===== config.mk =====
export PLATFORM = sky130hd
export DESIGN_NAME = afs_fsm
export DESIGN_NICKNAME = d
export VERILOG_FILES = /design/src/include/afs_pkg.sv /design/src/design/afs_sync.sv /design/src/design/afs_ua_map.sv /design/src/design/afs_fsm.sv
export SDC_FILE = /design/constraint.sdc
export NUM_CORES = 1
export LEC_CHECK = 0
export CORE_MARGIN = 1.5
export CORE_UTILIZATION = 35
export CTS_CLUSTER_SIZE = 40
export DETAILED_ROUTE_END_ITERATION = 7
export DONT_BUFFER_PORTS = 1
export SLEW_MARGIN = 20
export SYNTH_ARGS = -nofsm -noshare
export SYNTH_HDL_FRONTEND = slang
export SYNTH_SLANG_ARGS = --single-unit

===== constraint.sdc =====
create_clock -name mclk_i -period 2.77 [get_ports mclk_i]
set_input_delay 0.554 -clock mclk_i [delete_from_list [all_inputs] [get_ports mclk_i]]
set_output_delay 0.554 -clock mclk_i [all_outputs]
set_load 0.01 [all_outputs]

===== src/include/afs_pkg.sv =====
// afs_pkg: states, command codes, field layouts and carriers shared by the
// adapter functional-state controller and its helper modules.
// assumes one clock domain; event fields are one-cycle pulses from logic on
// that clock.
package afs_pkg;

    // ==========================================================
    // functional states, gray along reset-ready-running-load
    typedef enum logic [3:0] {
        ST_RESET   = 4'h0,
        ST_READY   = 4'h1,
        ST_RUNNING = 4'h3,
        ST_PRIMARY = 4'h2,
        ST_SECOND  = 4'h6,
        ST_PHALT   = 4'h7,
        ST_HBHALT  = 4'h5,
        ST_NSHALT  = 4'h4,
        ST_CMBHALT = 4'hc
    } afs_state_e;

    localparam afs_state_e STATE_RST_VAL = ST_RESET;

    // ==========================================================
    // port commands carried in port_control_word_zero
    localparam int          CMD_W     = 4;
    localparam logic [3:0]  CMD_START = 4'h1;
    localparam logic [3:0]  CMD_BOOT  = 4'h2;
    localparam logic [3:0]  CMD_STOP  = 4'h3;
    localparam logic [3:0]  CMD_HALT  = 4'h4;

    // ==========================================================
    // ancillary start-microaddress function
    localparam int          ANC_W        = 4;
    localparam logic [3:0]  ANC_START_UA = 4'h1;
    localparam int          UA_W         = 12;
    localparam int          UA_SEL_HI    = 11;
    localparam int          UA_SEL_LO    = 10;
    localparam logic [1:0]  UA_SEL_READY = 2'h0;
    localparam logic [1:0]  UA_SEL_RUN   = 2'h1;
    localparam logic [1:0]  UA_SEL_LOAD  = 2'h2;
    localparam logic [1:0]  UA_SEL_PHALT = 2'h3;

    // ==========================================================
    // synchroniser
    localparam int          SYNC_W       = 2;
    localparam int          SYNC_INIT    = 0;
    localparam int          SYNC_BOOTSW  = 1;
    localparam logic [1:0]  SYNC_RST_VAL = 2'h0;

    // ==========================================================
    // carriers
    typedef struct packed {
        logic             reset_bit;
        logic             cmd_valid;
        logic [CMD_W-1:0] cmd;
        logic             memload_xfer;
        logic             boot_frame;
        logic             dma_fatal;
        logic             int_fatal;
    } afs_evt_s;

    typedef struct packed {
        logic             valid;
        logic [ANC_W-1:0] code;
        logic [UA_W-1:0]  uaddr;
    } afs_anc_s;

    typedef struct packed {
        logic done;
        logic pass;
        logic dma_fail;
        logic net_fail;
    } afs_st_s;

endpackage


===== src/design/afs_sync.sv =====
// afs_sync: three-flop synchroniser for pins from outside the clock domain.
// assumes a slowly changing level; a change counts once stages two and three
// agree.
`timescale 1ns/10ps
`default_nettype none

module afs_sync (
    input  wire logic                        mclk_i,
    input  wire logic                        reset_i,
    input  wire logic [afs_pkg::SYNC_W-1:0]  pin_i,
    output logic      [afs_pkg::SYNC_W-1:0]  level_o
);

    // ==========================================================
    // per-bit stages
    genvar b;
    generate
        for (b = 0; b < afs_pkg::SYNC_W; b = b + 1) begin : g_bit
            logic s1_q;
            logic s2_q;
            logic s3_q;
            logic lvl_q;
            // stage one feeds stage two only
            always_ff @(posedge mclk_i) begin
                if (reset_i) begin
                    s1_q  <= afs_pkg::SYNC_RST_VAL[b];
                    s2_q  <= afs_pkg::SYNC_RST_VAL[b];
                    s3_q  <= afs_pkg::SYNC_RST_VAL[b];
                    lvl_q <= afs_pkg::SYNC_RST_VAL[b];
                end else begin
                    s1_q <= pin_i[b];
                    s2_q <= s1_q;
                    s3_q <= s2_q;
                    if (s2_q == s3_q) begin
                        lvl_q <= s3_q;
                    end
                end
            end
            assign level_o[b] = lvl_q;
        end
    endgenerate

endmodule

`default_nettype wire


===== src/design/afs_ua_map.sv =====
// afs_ua_map: picks the state a start-microaddress restart lands in.
// assumes the top two microaddress bits select the routine group.
`timescale 1ns/10ps
`default_nettype none

module afs_ua_map (
    input  wire logic [afs_pkg::UA_W-1:0] uaddr_i,
    output afs_pkg::afs_state_e           target_o
);

    // ==========================================================
    // routine group decode
    wire [1:0] sel = uaddr_i[afs_pkg::UA_SEL_HI:afs_pkg::UA_SEL_LO];

    assign target_o =
        (sel == afs_pkg::UA_SEL_READY) ? afs_pkg::ST_READY   :
        (sel == afs_pkg::UA_SEL_RUN)   ? afs_pkg::ST_RUNNING :
        (sel == afs_pkg::UA_SEL_LOAD)  ? afs_pkg::ST_PRIMARY :
                                         afs_pkg::ST_PHALT;

endmodule

`default_nettype wire


===== src/design/afs_fsm.sv =====
// afs_fsm: functional-state controller of the host-bus network adapter.
// assumes event pulses from logic on mclk_i; bus init and boot switch are pins.
//
// What this block does
// - primary load goes to secondary load on memory-load frame with transfer.
// - start command in ready enters running.
// - boot command in ready enters primary load.
// - boot frame in ready or running enters primary load if switch enabled.
// - stop command in running returns to ready.
// - halt command in ready or running enters port halted.
// - fatal dma error in primary load, ready, running or port halted goes host-bus halted; from network halted to combined.
// - fatal internal error goes to combined halted from listed states.
// - bus init or reset bit sends every state to reset.
// - start-microaddress code 1 in port halted restarts at chosen routine.
// - combined halted answers only bus init or reset bit; host-bus halted also takes internal fatal.
// - reset leaves on selftest result: ready, host-bus, network or combined.
// - port halted blocks all network frames yet accepts port commands.
`timescale 1ns/10ps
`default_nettype none

module afs_fsm (
    input  wire logic                 mclk_i,
    input  wire logic                 reset_i,
    input  wire logic                 bus_init_i,
    input  wire logic                 boot_switch_i,
    input  wire afs_pkg::afs_evt_s    evt_i,
    input  wire afs_pkg::afs_anc_s    anc_i,
    input  wire afs_pkg::afs_st_s     st_i,
    output afs_pkg::afs_state_e       state_o,
    output logic                      net_en_o,
    output logic                      cmd_accept_o,
    output logic                      selftest_run_o,
    output logic                      clear_regs_o,
    output logic                      host_bus_halted_o,
    output logic                      network_side_halted_o
);

    // ==========================================================
    // pin synchronisation
    logic [afs_pkg::SYNC_W-1:0] pins_s;
    afs_pkg::afs_state_e        ua_target;

    afs_sync u_sync (
        .mclk_i  (mclk_i),
        .reset_i (reset_i),
        .pin_i   ({boot_switch_i, bus_init_i}),
        .level_o (pins_s)
    );

    afs_ua_map u_ua_map (
        .uaddr_i  (anc_i.uaddr),
        .target_o (ua_target)
    );

    // ==========================================================
    // event decode
    afs_pkg::afs_state_e state_q;
    afs_pkg::afs_state_e state_d;
    logic                st_passed_q;

    wire init_s    = pins_s[afs_pkg::SYNC_INIT];
    wire bootsw_s  = pins_s[afs_pkg::SYNC_BOOTSW];
    wire rst_src   = init_s | evt_i.reset_bit;
    wire cmd_start = evt_i.cmd_valid && (evt_i.cmd == afs_pkg::CMD_START);
    wire cmd_boot  = evt_i.cmd_valid && (evt_i.cmd == afs_pkg::CMD_BOOT);
    wire cmd_stop  = evt_i.cmd_valid && (evt_i.cmd == afs_pkg::CMD_STOP);
    wire cmd_halt  = evt_i.cmd_valid && (evt_i.cmd == afs_pkg::CMD_HALT);
    wire boot_rx   = evt_i.boot_frame && bootsw_s;
    wire ua_go     = anc_i.valid && (anc_i.code == afs_pkg::ANC_START_UA);

    wire in_rdy  = (state_q == afs_pkg::ST_READY);
    wire in_run  = (state_q == afs_pkg::ST_RUNNING);
    wire in_pld  = (state_q == afs_pkg::ST_PRIMARY);
    wire in_phl  = (state_q == afs_pkg::ST_PHALT);
    wire in_hbh  = (state_q == afs_pkg::ST_HBHALT);
    wire in_nsh  = (state_q == afs_pkg::ST_NSHALT);
    wire in_cmb  = (state_q == afs_pkg::ST_CMBHALT);
    wire in_rst  = (state_q == afs_pkg::ST_RESET);
    wire rdy_run = in_rdy | in_run;

    // fatal errors only act from the states that list them
    wire int_take = evt_i.int_fatal &&
                    (in_pld | rdy_run | in_phl | in_hbh | in_nsh);
    wire dma_take = evt_i.dma_fatal && (in_pld | rdy_run | in_phl | in_nsh);

    // retry selftest only when it failed last time
    wire st_skip = in_rst && st_passed_q;
    wire st_fin  = in_rst && !st_passed_q && st_i.done;

    wire st_ok_d = st_fin ? st_i.pass : st_passed_q;

    wire net_on = (state_d == afs_pkg::ST_READY)   ||
                  (state_d == afs_pkg::ST_RUNNING) ||
                  (state_d == afs_pkg::ST_PRIMARY) ||
                  (state_d == afs_pkg::ST_SECOND)  ||
                  (state_d == afs_pkg::ST_HBHALT);

    wire cmd_on = (state_d != afs_pkg::ST_RESET)  &&
                  (state_d != afs_pkg::ST_HBHALT) &&
                  (state_d != afs_pkg::ST_CMBHALT);

    // ==========================================================
    // next state
    always_comb begin
        state_d = state_q;
        if (rst_src) begin
            state_d = afs_pkg::ST_RESET;
        end else if (int_take) begin
            state_d = afs_pkg::ST_CMBHALT;
        end else if (dma_take) begin
            if (in_nsh) begin
                state_d = afs_pkg::ST_CMBHALT;
            end else begin
                state_d = afs_pkg::ST_HBHALT;
            end
        end else begin
            case (state_q)
                afs_pkg::ST_RESET: begin
                    if (st_skip) begin
                        state_d = afs_pkg::ST_READY;
                    end else if (st_fin) begin
                        if (st_i.pass) begin
                            state_d = afs_pkg::ST_READY;
                        end else if (st_i.dma_fail && !st_i.net_fail) begin
                            state_d = afs_pkg::ST_HBHALT;
                        end else if (st_i.net_fail && !st_i.dma_fail) begin
                            state_d = afs_pkg::ST_NSHALT;
                        end else begin
                            state_d = afs_pkg::ST_CMBHALT;
                        end
                    end
                end
                afs_pkg::ST_READY: begin
                    if (cmd_halt) begin
                        state_d = afs_pkg::ST_PHALT;
                    end else if (cmd_start) begin
                        state_d = afs_pkg::ST_RUNNING;
                    end else if (cmd_boot || boot_rx) begin
                        state_d = afs_pkg::ST_PRIMARY;
                    end
                end
                afs_pkg::ST_RUNNING: begin
                    if (cmd_halt) begin
                        state_d = afs_pkg::ST_PHALT;
                    end else if (cmd_stop) begin
                        state_d = afs_pkg::ST_READY;
                    end else if (boot_rx) begin
                        state_d = afs_pkg::ST_PRIMARY;
                    end
                end
                afs_pkg::ST_PRIMARY: begin
                    if (evt_i.memload_xfer) begin
                        state_d = afs_pkg::ST_SECOND;
                    end
                end
                afs_pkg::ST_PHALT: begin
                    // commands are taken but only a restart, a reset source or a fatal error leaves
                    if (ua_go) begin
                        state_d = ua_target;
                    end
                end
                afs_pkg::ST_HBHALT,
                afs_pkg::ST_CMBHALT: begin
                    state_d = state_q;
                end
                default: begin
                    state_d = state_q;
                end
            endcase
        end
    end

    // ==========================================================
    // registers
    always_ff @(posedge mclk_i) begin
        if (reset_i) begin
            state_q     <= afs_pkg::STATE_RST_VAL;
            st_passed_q <= 1'b0;
        end else begin
            state_q     <= state_d;
            st_passed_q <= st_ok_d;
        end
    end

    // net, command and halted outputs track the state being entered so they stay in step with it
    always_ff @(posedge mclk_i) begin
        if (reset_i) begin
            net_en_o              <= 1'b0;
            cmd_accept_o          <= 1'b0;
            selftest_run_o        <= 1'b0;
            clear_regs_o          <= 1'b0;
            host_bus_halted_o     <= 1'b0;
            network_side_halted_o <= 1'b0;
        end else begin
            net_en_o              <= net_on;
            cmd_accept_o          <= cmd_on;
            selftest_run_o        <= in_rst && !st_passed_q && !st_i.done &&
                                     !rst_src;
            clear_regs_o          <= rst_src;
            host_bus_halted_o     <= (state_d == afs_pkg::ST_HBHALT) ||
                                     (state_d == afs_pkg::ST_CMBHALT);
            network_side_halted_o <= (state_d == afs_pkg::ST_NSHALT) ||
                                     (state_d == afs_pkg::ST_CMBHALT);
        end
    end

    assign state_o = state_q;
endmodule

`default_nettype wire


### Yosys cells after proc, flatten, opt, wreduce, memory -nomap -nowiden

Index checks and enable logic that the tools add are counted.

* equality and inequality tests: 24
* multiplexer cells: 21
* bitwise gates (word level): 7
* reduce and logical (&&, ||, !) cells: 32

Operator list (count)
* $mux W4: 19
* $eq A4 B3 Y1 const B: 7
* $eq A4 B2 Y1 const B: 6
* $pmux W4 S5: 1
* $logic_and A1 B1 Y1: 17
* $eq A4 B1 Y1 const B: 4
* $logic_or A1 B1 Y1: 7
* $or A1 B1 Y1: 7
* $logic_not A1 Y1: 5
* $eq A4 B4 Y1 const B: 1
* $logic_not A4 Y1: 1
* $ne A4 B3 Y1 const B: 1
* $ne A4 B4 Y1 const B: 1
* $reduce_bool A4 Y1: 1
* $mux W3: 1
* $eq A1 B1 Y1: 2
* $eq A2 B1 Y1 const B: 1
* $eq A2 B2 Y1 const B: 1
* $logic_not A2 Y1: 1

* register bits after elaboration: 19
* output and inout bits: 10
* word-level logic and storage cells: 100

### Logic depth before layout (Yosys ltp)

Gate-level depths: netlist of run 1.

* depth in word-level cells: 16
* depth in mapped cells: 8
* mapped depth without buffers: 8

### Modules after synthesis

A second synthesis of run 1 with hierarchy kept.

* cells, all modules: 130
* area total of the unflattened synthesis: 1102.3 um^2

By module, submodules not included
* afs_fsm: instances 1, cells each 103, area an instance 828.3 um^2
* afs_sync: instances 1, cells each 22, area an instance 242.7 um^2
* afs_ua_map: instances 1, cells each 5, area an instance 31.3 um^2

### Worst setup path before layout of run 1

No wires, ideal clock.

* path kind: in2reg
* start point: input port anc_i[14] in the netlist's numbering
* end point: register host_bus_halted_o
* library setup time: 103 ps
* arrival time: 2318 ps
* required time: 2667 ps
* path slack: 349 ps
* stages on the path: 6
* path buffers: 0
* cell sequence: or3b_4 > o31ai_2 > o211ai_1 > or3_4 > a2111o_1 > a2111oi_2

* word-level cells in the longest chain between the ends: 9

Ends and longest elaborated chain
* from (decl): line afs_fsm.sv:27 `input wire afs_pkg::afs_anc_s anc_i,`
* $eq A4 B1 Y1 (*): line afs_fsm.sv:69 `wire ua_go = anc_i.valid && (anc_i.code == afs_pkg::ANC_START_UA);`
* $logic_and A1 B1 Y1 (*): line afs_fsm.sv:69
* $mux W4 (*): line afs_fsm.sv:158 `if (ua_go) begin`
* $pmux W4 S5 (*): line afs_fsm.sv:117 `case (state_q)`
* $mux W4 (*): line afs_fsm.sv:110 `end else if (dma_take) begin`
* $mux W4 (*): line afs_fsm.sv:108 `end else if (int_take) begin`
* $mux W4 (*): line afs_fsm.sv:106 `if (rst_src) begin`
* $eq A4 B3 Y1 / $eq A4 B4 Y1 (equally long branches): line afs_fsm.sv:200, afs_fsm.sv:201
* $logic_or A1 B1 Y1 (*): line afs_fsm.sv:200 `host_bus_halted_o <= (state_d == afs_pkg::ST_HBHALT) ||`
* to (signal assigned): line afs_fsm.sv:200
* to (decl): line afs_fsm.sv:34 `output logic host_bus_halted_o,`

Every way passes the cells marked *; elsewhere a longest branch is shown, timed or not.
A chain may end at the register's enable or synchronous reset.

### Final worst setup path of run 1

* start point: register state_q[2] (netlist: state_o[2])
* end point: register net_en_o

* word-level cells in the longest chain between the ends: 14

Ends and longest elaborated chain
* from (decl): line afs_fsm.sv:57 `afs_pkg::afs_state_e state_q;`
* from (signal assigned): line afs_fsm.sv:177 `state_q <= afs_pkg::STATE_RST_VAL;`
* from (signal assigned): line afs_fsm.sv:180 `state_q <= state_d;`
* $logic_not A4 Y1, or another cell as far along: line afs_fsm.sv:78, afs_fsm.sv:117
* $logic_and A1 B1 Y1 / $or A1 B1 Y1 (equally long branches): line afs_fsm.sv:88, afs_fsm.sv:79
* $logic_and A1 B1 Y1 / $or A1 B1 Y1 (equally long branches): line afs_fsm.sv:88, afs_fsm.sv:83, afs_fsm.sv:84
* $mux W4 / $or A1 B1 Y1 (equally long branches): line afs_fsm.sv:121, afs_fsm.sv:83, afs_fsm.sv:84
* $mux W4, or another cell as far along: line afs_fsm.sv:119 `if (st_skip) begin`
* $pmux W4 S5, or another cell as far along: line afs_fsm.sv:117
* $mux W4 / $logic_and A1 B1 Y1 (equally long branches): line afs_fsm.sv:110, afs_fsm.sv:82
* $mux W4 (*): line afs_fsm.sv:108
* $mux W4 (*): line afs_fsm.sv:106
* $eq A4 B1 Y1 / $eq A4 B2 Y1 (equally long branches): line afs_fsm.sv:92, afs_fsm.sv:93
* $logic_or A1 B1 Y1: line afs_fsm.sv:92 `wire net_on = (state_d == afs_pkg::ST_READY) ||`
* $logic_or A1 B1 Y1: line afs_fsm.sv:93 `(state_d == afs_pkg::ST_RUNNING) ||`
* $logic_or A1 B1 Y1: line afs_fsm.sv:94 `(state_d == afs_pkg::ST_PRIMARY) ||`
* $logic_or A1 B1 Y1 (*): line afs_fsm.sv:95 `(state_d == afs_pkg::ST_SECOND) ||`
* to (signal assigned): line afs_fsm.sv:195 `net_en_o <= net_on;`
* to (decl): line afs_fsm.sv:30 `output logic net_en_o,`

Marked as above.

==> out/qor.csv, run 1 <==
metric,value,unit
fillers,317,
post-place-cells,170,
r2r_end,net_en_o$_SDFF_PP0_,
clock_path_buffers,2,
start_util,36.78,%
cts_resized,0,
min_period,2.454,ns
peakVddDrop,0.2793,mV
die_y,59.41,um
p_per_area,564.4,nW/um^2
antennaDiodeCount,0,
dp_hpwl,1.844,mm
outcome,"finished, final reports clean",
worstReg2RegStart,state_o[2]$_SDFF_PP0_,
vias,957,
finalInstanceArea,1172,sq um
endpoint_kind,flop,
die_x,59.41,um
final_cell_mix,"19 x dfxtp_1, 9 x nor2_1, 9 x nand2_1, 7 x o21ai_0, 7 x nor2b_1",
fin_crit_sh,88.60,%
worst_slew_pin_slew,0.7147,ns
fin_tns_setup,0,ns
synth_nets,164,
routed_wirelength,2.288,mm
grt_pass1_wl,3.960,mm
io_buffers,0,
final_common_cell,dfxtp_1,
path_class,reg2reg,
max_slew_margin,52.06,%
core,3028,sq um
fin_ws,0.3159,ns
clk_pin_slew,0.10,ns
routedWlPerCell,13.15,um
arrival,2.62,ns
synth_seq_area_share,34.16,%
hold_buffers,0,
setup_viol_count_final,0,
layoutNonFillerInstCount,174,
ys_types,47,
postCtsSetupBuffers,0,
min_to,u_sync.g_bit[1].lvl_q$_SDFFE_PP0N_,
regArea,380.4,sq um
num_rows,20,
drv_slew,0,
clock_latency,0.29,ns
cts_tree,yes,
reg2reg_slack,0.32,ns
placed_area,1145,sq um
syn-cell-area,1114,sq um
first_pass_iters,4,
h-tree-depth,1,
cap_violations,0,
antenna_found_initial,0,
yosysWarnings,0,
finalClockSkew,0.007283,ns
path_max_fanout,10,
grt_max_degree,15,
synth-edff-count,0,
grt_usage,14.59,%
clock_tree.root_cell,clkbuf_4,
rr_worst_depth,6,
hold_viol,0,
max_freq,407.5,MHz
synthToLayoutAreaGrowth,5.281,%
hold_path_depth,1,
hp-class,in2reg,
p_total,0.6617,mW
routed_via_density,5.500,
synth_seq_cells,19,
drc,0,
rsz0062_at_grt,false,
fin_util,38.72,%
first_iter_violations,27,
synth_ff_type,dfxtp_1,
cts_buffers,3,
synthCells,128,
dieArea,3529,sq um
power.leakage,0.4081,nW
hp-start,reset_i,
synth.avg_cell_area,8.700,sq um
multi_input_area,664.4,sq um
crit_required,2.94,ns
cts.sinks,19,
grt_overflow_total,0,
whs,0.3118,ns
start_kind,flop,
gp_congestion,0.8366,
drtAntennaViolNets,0,
pre_cts_slack,0.1964,ns
io_pins,45,
grt_pass1_vias,922,
drive_gt1_share,13.85,%
synthArstFlopShare,0,%
final_nets,167,
-- cell type report --
class / count / area share [%]
Clock buffer: 3 / 1.921
Tap cell: 44 / 4.696
Sequential cell: 19 / 32.44
Multi-Input combinational cell: 98 / 56.67
Inverter: 6 / 1.921
Clock inverter: 1 / 0.4269
Timing Repair Buffer: 3 / 1.921
-- registers in the layout, summed over array words and instances (netlist names) --
name / cells
clear_regs_o: 1
cmd_accept_o: 1
host_bus_halted_o: 1
net_en_o: 1
network_side_halted_o: 1
selftest_run_o: 1
st_passed_q: 1
state_o: 4
u_sync.g_bit.lvl_q: 2
u_sync.g_bit.s1_q: 2
u_sync.g_bit.s2_q: 2
u_sync.g_bit.s3_q: 2
-- worst max path at each step --
stage | from | to | slack [ns] | cells after the start
floorplan | anc_i[14] | host_bus_halted_o$_SDFF_PP0_ | 0.35 | 6
global placement | anc_i[14] | host_bus_halted_o$_SDFF_PP0_ | 0.20 | 6
detailed placement | anc_i[14] | host_bus_halted_o$_SDFF_PP0_ | 0.20 | 6
CTS | state_o[2]$_SDFF_PP0_ | net_en_o$_SDFF_PP0_ | 0.29 | 6
global route | state_o[2]$_SDFF_PP0_ | net_en_o$_SDFF_PP0_ | 0.07 | 6
finish | state_o[2]$_SDFF_PP0_ | net_en_o$_SDFF_PP0_ | 0.32 | 6
-- cell families (layout without fill, tap and decap cells) --
family / after synthesis / after routing / synth area share, %
AO/OA/AOI/OAI: 38 / 38 / 25.28
buffers and inverters: 11 / 13 / 6.180
adder cells (fa/ha/maj): 2 / 2 / 2.022
XOR/XNOR: 2 / 2 / 1.573
AND/OR/NAND/NOR: 56 / 56 / 30.79
flip-flops: 19 / 19 / 34.16
-- routing by layer --
metal  track usage (%)  share of wire (%)
met4             5.519                1.3
met5                 0                  0
met2             24.49                 50
met3             4.803                6.3
met1             17.09                 43
-- report_power, final --
group	total (mW)	switching (mW)	internal [mW]
Sequential	0.329	0.0320	0.297
Combinational	0.200	0.103	0.0971
Clock	0.133	0.0790	0.0538
Total	0.662	0.214	0.448
-- worst max-delay path: stages (launching register included) --
cell,delay [ns]
dfxtp_1,0.66
xor2_1,0.18
o21ai_0,0.31
o211ai_1,0.15
a211oi_1,0.59
a21oi_1,0.11
a2111oi_0,0.33
-- synth_stat cells (2+ instances only) --
cell       n  area, sq um
nor2_1     9        33.78
or4_1      2        15.01
o21a_1     2        15.01
a32oi_1    2        17.52
nand2b_1   2        12.51
clkbuf_8   2        27.53
a41oi_1    2        17.52
a211oi_1   2        15.01
o211ai_1   6        45.04
nand2_1    9        33.78
nor3_1     5        25.02
nand3_1    3        15.01
clkbuf_1   2        7.510
and2_1     2        12.51
nand4_1    2        12.51
o21ai_0    7        35.03
and3_1     2        12.51
nor2b_1    7        43.79
inv_1      6        22.52
nor3b_1    3        22.52
a31oi_1    2        12.51
a21oi_1    6        30.03
dfxtp_1   19        380.4
Note: power is estimated with default switching activity, not from simulation.
==> run 2: changes to the inputs <==
ABC_CLOCK_PERIOD_IN_PS = 2450   (was not set)
SLEW_MARGIN = 40   (was 20)
clock period = 2.45 ns   (was 2.77 ns; I/O delays follow)
==> run 2 against run 1 <==
Sequential power rose by 12%. Combinational power rose by 23%. Final area is 3.4% higher. Setup slack lost 0.16 ns. Count of clock-buffer cells in the layout did not move. Total power rose by 17%. Critical path type unchanged. Largest cell class unchanged. Highest routed layer unchanged.
==> out/qor.csv, run 2 (synthesis gave the netlist of run 1 again) <==
metric,value,unit,change
peakVddDrop,0.3441,mV,+23%
p_int,0.5200,mW,+16%
p_sw,0.2574,mW,+20%
setup_viol_count_final,0,,unchanged
hp-start,reset_i,,
crit_family,compound AO/OA/AOI/OAI gates,,
hp-class,in2reg,,
vias,971,,+1.5%
pre_cts_slack,-0.07072,ns,-0.2671 ns
clock_path_buffers,2,,unchanged
reg2reg_slack,0.15,ns,-0.16 ns
p_total,0.7774,mW,+17%
num_rows,20,,unchanged
routedWlPerCell,13.36,um,+1.6%
final_nets,172,,+3.0%
crit_chain,xor2_1 -> o21ai_0 -> nor2_1 -> or2_2 -> o21ba_2 -> a2111oi_0,,
grt_busiest_layer,met2,,
antenna_found_initial,0,,unchanged
worst_path_max_delay_cell,dfxtp_1,,
rr_worst_depth,6,,unchanged
die_y,59.41,um,unchanged
outcome,"finished, final reports clean",,
drtAntennaViolNets,0,,unchanged
slowest_delay,0.61,ns,-0.05 ns
cts_resized,0,,unchanged
first_iter_violations,19,,-30%
path_max_fanout,10,,unchanged
endpoint_kind,flop,,
io_buffers,0,,unchanged
start_kind,flop,,
antennaDiodeCount,0,,unchanged
fin_ws,0.1512,ns,-0.1647 ns
grt_pass1_vias,908,,-1.5%
dieArea,3529,sq um,unchanged
met3_usage,4.803,%,unchanged
p_per_area,641.2,nW/um^2,+14%
routed_wirelength,2.392,mm,+4.5%
hold_viol,0,,unchanged
arrival,2.46,ns,-0.16 ns
core,3028,sq um,unchanged
clock_tree.root_cell,clkbuf_4,,
cts.sinks,19,,unchanged
die_x,59.41,um,unchanged
synthToLayoutAreaGrowth,8.876,%,
switching_share,33.11,%,+0.74 points
layoutNonFillerInstCount,179,,+2.9%
finalClockSkew,0.007013,ns,-0.0002700 ns
drive_gt1_share,17.04,%,+3.2 points
combPwrFrac,31.7,%,+1.4 points
worstReg2RegStart,state_o[2]$_SDFF_PP0_,,
grt_max_degree,15,,unchanged
h-tree-depth,1,,unchanged
path_buf_inv,0,,unchanged
clock_latency,0.30,ns,about the same
drv_slew,0,,unchanged
hold_path_depth,1,,unchanged
gp_congestion,0.8091,,-3.3%
cap_violations,0,,unchanged
power.leakage,0.4310,nW,+5.6%
min_to,host_bus_halted_o$_SDFF_PP0_,,
max_slew_margin,69.85,%,+18 points
io_pins,45,,unchanged
routed_via_density,5.425,,-1.4%
postCtsSetupBuffers,0,,unchanged
gr-usage-met1,18.80,%,+1.7 points
fillers,322,,+1.6%
cts_tree,yes,,
grt_overflow_total,0,,unchanged
worst_slew_pin_slew,0.4495,ns,-0.2652 ns
r2r_end,net_en_o$_SDFF_PP0_,,
max_freq,435.0,MHz,+6.8%
dp_hpwl,1.870,mm,+1.5%
whs,0.2378,ns,-0.07408 ns
grt_usage,14.89,%,+0.30 points
fin_crit_sh,93.83,%,+5.2 points
rsz0062_at_grt,false,,
drc,0,,unchanged
final_common_cell,dfxtp_1,,
crit_required,2.61,ns,-0.33 ns
min_period,2.299,ns,-0.1553 ns
first_pass_iters,4,,unchanged
post-place-cells,175,,+2.9%
grtUsageMet2,24.33,%,-0.16 points
final_cell_mix,"19 x dfxtp_1, 9 x nor2_1, 9 x nand2_1, 8 x buf_4",,
clk_pin_slew,0.12,ns,+0.02 ns
start_util,36.78,%,unchanged
cts_buffers,3,,unchanged
hold_buffers,0,,unchanged
largest_reg_flops,4,,unchanged
power_frac_clock,20.9,%,+0.8 points
power_frac_seq,47.3,%,-2.4 points
path_class,reg2reg,,
grt_pass1_wl,4.008,mm,+1.2%
==> run 2: per-stage QoR <==
step	util, %	instance area, sq um	setup TNS (ns)
final	40.04	1212	0
after floorplan	-	1114	0
after global placement	39.05	1182	-0.05877
after CTS	40.04	1212	0
after detailed placement	39.05	1182	-0.07072
after global routing	40.04	1212	0
==> run 2: power groups by stage <==
stage / Sequential, mW / Clock [mW] / Combinational, mW
detailed placement: 0.376 / 0 / 0.246
floorplan: 0.366 / 0 / 0.198
finish: 0.368 / 0.163 / 0.247
global route: 0.372 / 0.188 / 0.278
CTS: 0.368 / 0.173 / 0.248
global placement: 0.375 / 0 / 0.241
==> run 2: per-layer routing <==
layer  share of wire (%)  vias to the layer above
met5                   0                        -
met4                0.59                        0
met3                 4.6                        2
met2                  50                       20
met1                  45                      455
li1                    -                      494
==> run 2: worst max-delay path by stage <==
stage | start | end | slack [ns] | depth (start not counted)
floorplan | anc_i[14] | host_bus_halted_o$_SDFF_PP0_ | 0.09 | 6
global placement | anc_i[14] | host_bus_halted_o$_SDFF_PP0_ | -0.06 | 6
detailed placement | anc_i[14] | host_bus_halted_o$_SDFF_PP0_ | -0.07 | 6
CTS | state_o[2]$_SDFF_PP0_ | net_en_o$_SDFF_PP0_ | 0.14 | 6
global route | state_o[2]$_SDFF_PP0_ | net_en_o$_SDFF_PP0_ | 0.003 | 6
finish | state_o[2]$_SDFF_PP0_ | net_en_o$_SDFF_PP0_ | 0.15 | 6
==> run 2: final cells by class <==
class | instances | area [sq um] | share of cell area (%)
clock buffer | 3 | 22.52 | 1.858
clock inverter | 1 | 7.507 | 0.6192
inverter | 6 | 22.52 | 1.858
multi-input combinational | 98 | 664.4 | 54.80
sequential | 19 | 380.4 | 31.37
tap | 44 | 55.05 | 4.541
timing repair buffer | 8 | 60.06 | 4.954
==> run 3: changes to the inputs <==
ABC_CLOCK_PERIOD_IN_PS = 2100   (was 2450)
clock period = 2.1 ns   (was 2.45 ns; I/O delays follow)
==> run 3 against run 2 <==
The flow now finishes with violations (negative setup slack). Setup slack got worse by 0.17 ns. Die area unchanged. Critical path depth rose by 2. Fmax rose by 8.3%. Non-clock buffer count is 28 higher. Wire length increased by 22%. Count of clock-buffer cells in the layout unchanged. Combinational power grew 89%. Clock skew down 0.0030 ns. Critical path type unchanged. Largest power group is now combinational logic. Highest routed layer unchanged.
==> out/qor.csv, run 3 (synthesis gave the netlist of run 1 again) <==
metric,value,unit,change
hold_viol,0,,unchanged
endpoint_kind,flop,,
peakVddDrop,0.3811,mV,+11%
die_y,59.41,um,unchanged
arrival,2.34,ns,-0.12 ns
setup_viol_count_final,1,,+1
cts_tree,yes,,
hold_path_depth,1,,unchanged
final_cell_mix,"34 x buf_4, 15 x dfxtp_1, 8 x nor2_1, 8 x nand2_1, 7 x nor2b_1",,
io_buffers,0,,unchanged
rr_worst_depth,8,,+2
grt_pass1_vias,1092,,+20%
start_kind,flop,,
grt_pass1_wl,4.705,mm,+17%
worst_path_max_delay_cell,dfxtp_4,,
drc,0,,unchanged
outcome,finished with violations,,
crit_chain,buf_6 -> nor4_4 -> a41oi_2 -> a2bb2oi_2 -> buf_4 -> nor2_2 -> a2111o_1 -> a2111oi_4,,
fin_crit_sh,101.1,%,+7.3 points
p_per_area,718.3,nW/um^2,+12%
grt_busiest_layer,met2,,
cp.depth,8,,+2
start_util,36.78,%,unchanged
routedWlPerCell,14.04,um,+5.1%
max_freq,471.0,MHz,+8.3%
pre_cts_slack,-0.3199,ns,-0.2492 ns
clock_path_buffers,2,,unchanged
finalClockSkew,0.004052,ns,-0.002961 ns
hp-class,in2reg,,
cap_violations,0,,unchanged
routed_via_density,5.353,,-1.3%
grtUsageMet2,30.46,%,+6.1 points
h-tree-depth,1,,unchanged
num_rows,20,,unchanged
vias,1108,,+14%
drv_slew,0,,unchanged
largest_reg_flops,4,,unchanged
slowest_delay,0.39,ns,-0.22 ns
drtAntennaViolNets,0,,unchanged
max_slew_margin,74.40,%,+4.5 points
dieArea,3529,sq um,unchanged
cts.sinks,19,,unchanged
clock_latency,0.30,ns,about the same
grt_usage,17.36,%,+2.5 points
die_x,59.41,um,unchanged
clk_pin_slew,0.12,ns,about the same
path_max_fanout,5,,-5
crit_required,2.31,ns,-0.30 ns
first_pass_iters,4,,unchanged
hold_buffers,0,,unchanged
synthToLayoutAreaGrowth,35.95,%,
violations,negative setup slack,,
gr-usage-met1,20.61,%,+1.8 points
gp_congestion,0.8456,,+4.5%
antenna_found_initial,0,,unchanged
cts_buffers,3,,unchanged
path_buf_inv,2,,+2
grt_max_degree,15,,unchanged
whs,0.1614,ns,-0.07632 ns
power.leakage,0.5851,nW,+36%
fin_ws,-0.02312,ns,-0.1743 ns
rsz0062_at_grt,true,,
met3_usage,5.022,%,+0.22 points
dp_hpwl,2.159,mm,+15%
final_nets,200,,+16%
grt_overflow_total,0,,unchanged
worst_slew_pin_slew,0.3833,ns,-0.06622 ns
final_common_cell,buf_4,,
min_period,2.123,ns,-0.1757 ns
first_iter_violations,69,,+50
antennaDiodeCount,0,,unchanged
path_class,reg2reg,,
core,3028,sq um,unchanged
crit_family,compound AO/OA/AOI/OAI gates,,
p_total,1.088,mW,+40%
routed_wirelength,2.907,mm,+22%
io_pins,45,,unchanged
clock_tree.root_cell,clkbuf_4,,
drive_gt1_share,39.26,%,+22 points
run 3: cell types whose count changed in the layout (fill, tap and decap cells not counted), sizes merged:
cell,before,now
buf,8,36
run 3: worst paths after layout:
check                                                     start                               to  slack [ns]
worst max-delay path                      state_o[0]$_SDFF_PP0_     host_bus_halted_o$_SDFF_PP0_       -0.02
worst min-delay path                                    reset_i     host_bus_halted_o$_SDFF_PP0_        0.16
worst max register to register            state_o[0]$_SDFF_PP0_     host_bus_halted_o$_SDFF_PP0_       -0.02
worst min register to register  u_sync.g_bit[1].s1_q$_SDFF_PP0_  u_sync.g_bit[1].s2_q$_SDFF_PP0_        0.45
run 3: worst register-to-register path: stages (launching register included):
cell       delay [ns]
dfxtp_4          0.39
buf_6            0.13
nor4_4           0.34
a41oi_2          0.17
a2bb2oi_2        0.20
buf_4            0.15
nor2_2           0.04
a2111o_1         0.33
a2111oi_4        0.30
run 3: layout make-up:
class / count / area [sq um]
clock buffers: 3 / 22.52
clock inverters: 1 / 7.507
multi-input cells: 98 / 735.7
well taps: 44 / 55.05
inverters: 6 / 22.52
flip-flops and latches: 19 / 392.9
repair buffers: 36 / 277.8
fillers: 304 / 1514
run 3: power breakdown:
| part | internal [mW] | total, mW | switching (mW) |
|---|---|---|---|
| Sequential | 0.392 | 0.427 | 0.0348 |
| Combinational | 0.261 | 0.466 | 0.206 |
| Clock | 0.0726 | 0.194 | 0.121 |
run 3: timing repair:
action / in CTS / in global routing
setup buffers: 2 / 5
gates resized for setup: 13 / 10
pin swaps: 3 / 6
setup endpoints to repair: 4 / 3
run 3: per-stage QoR:
stage                     cells  TNS [ns]  cell area (sq um)  util [%]
after floorplan             128   -0.1871               1114         -
after global placement      196   -0.5051               1340     44.26
after detailed placement    196   -0.5157               1340     44.26
after CTS                   202  -0.01096               1435     47.40
after global routing        207   -0.1639               1514     50.00
final                       207  -0.02312               1514     50.00
run 3: layer usage:
layer	wire (um)	vias to the layer above
met5	0	-
met4	12	0
met3	150	2
met2	1483	25
met1	1260	531
li1	-	550
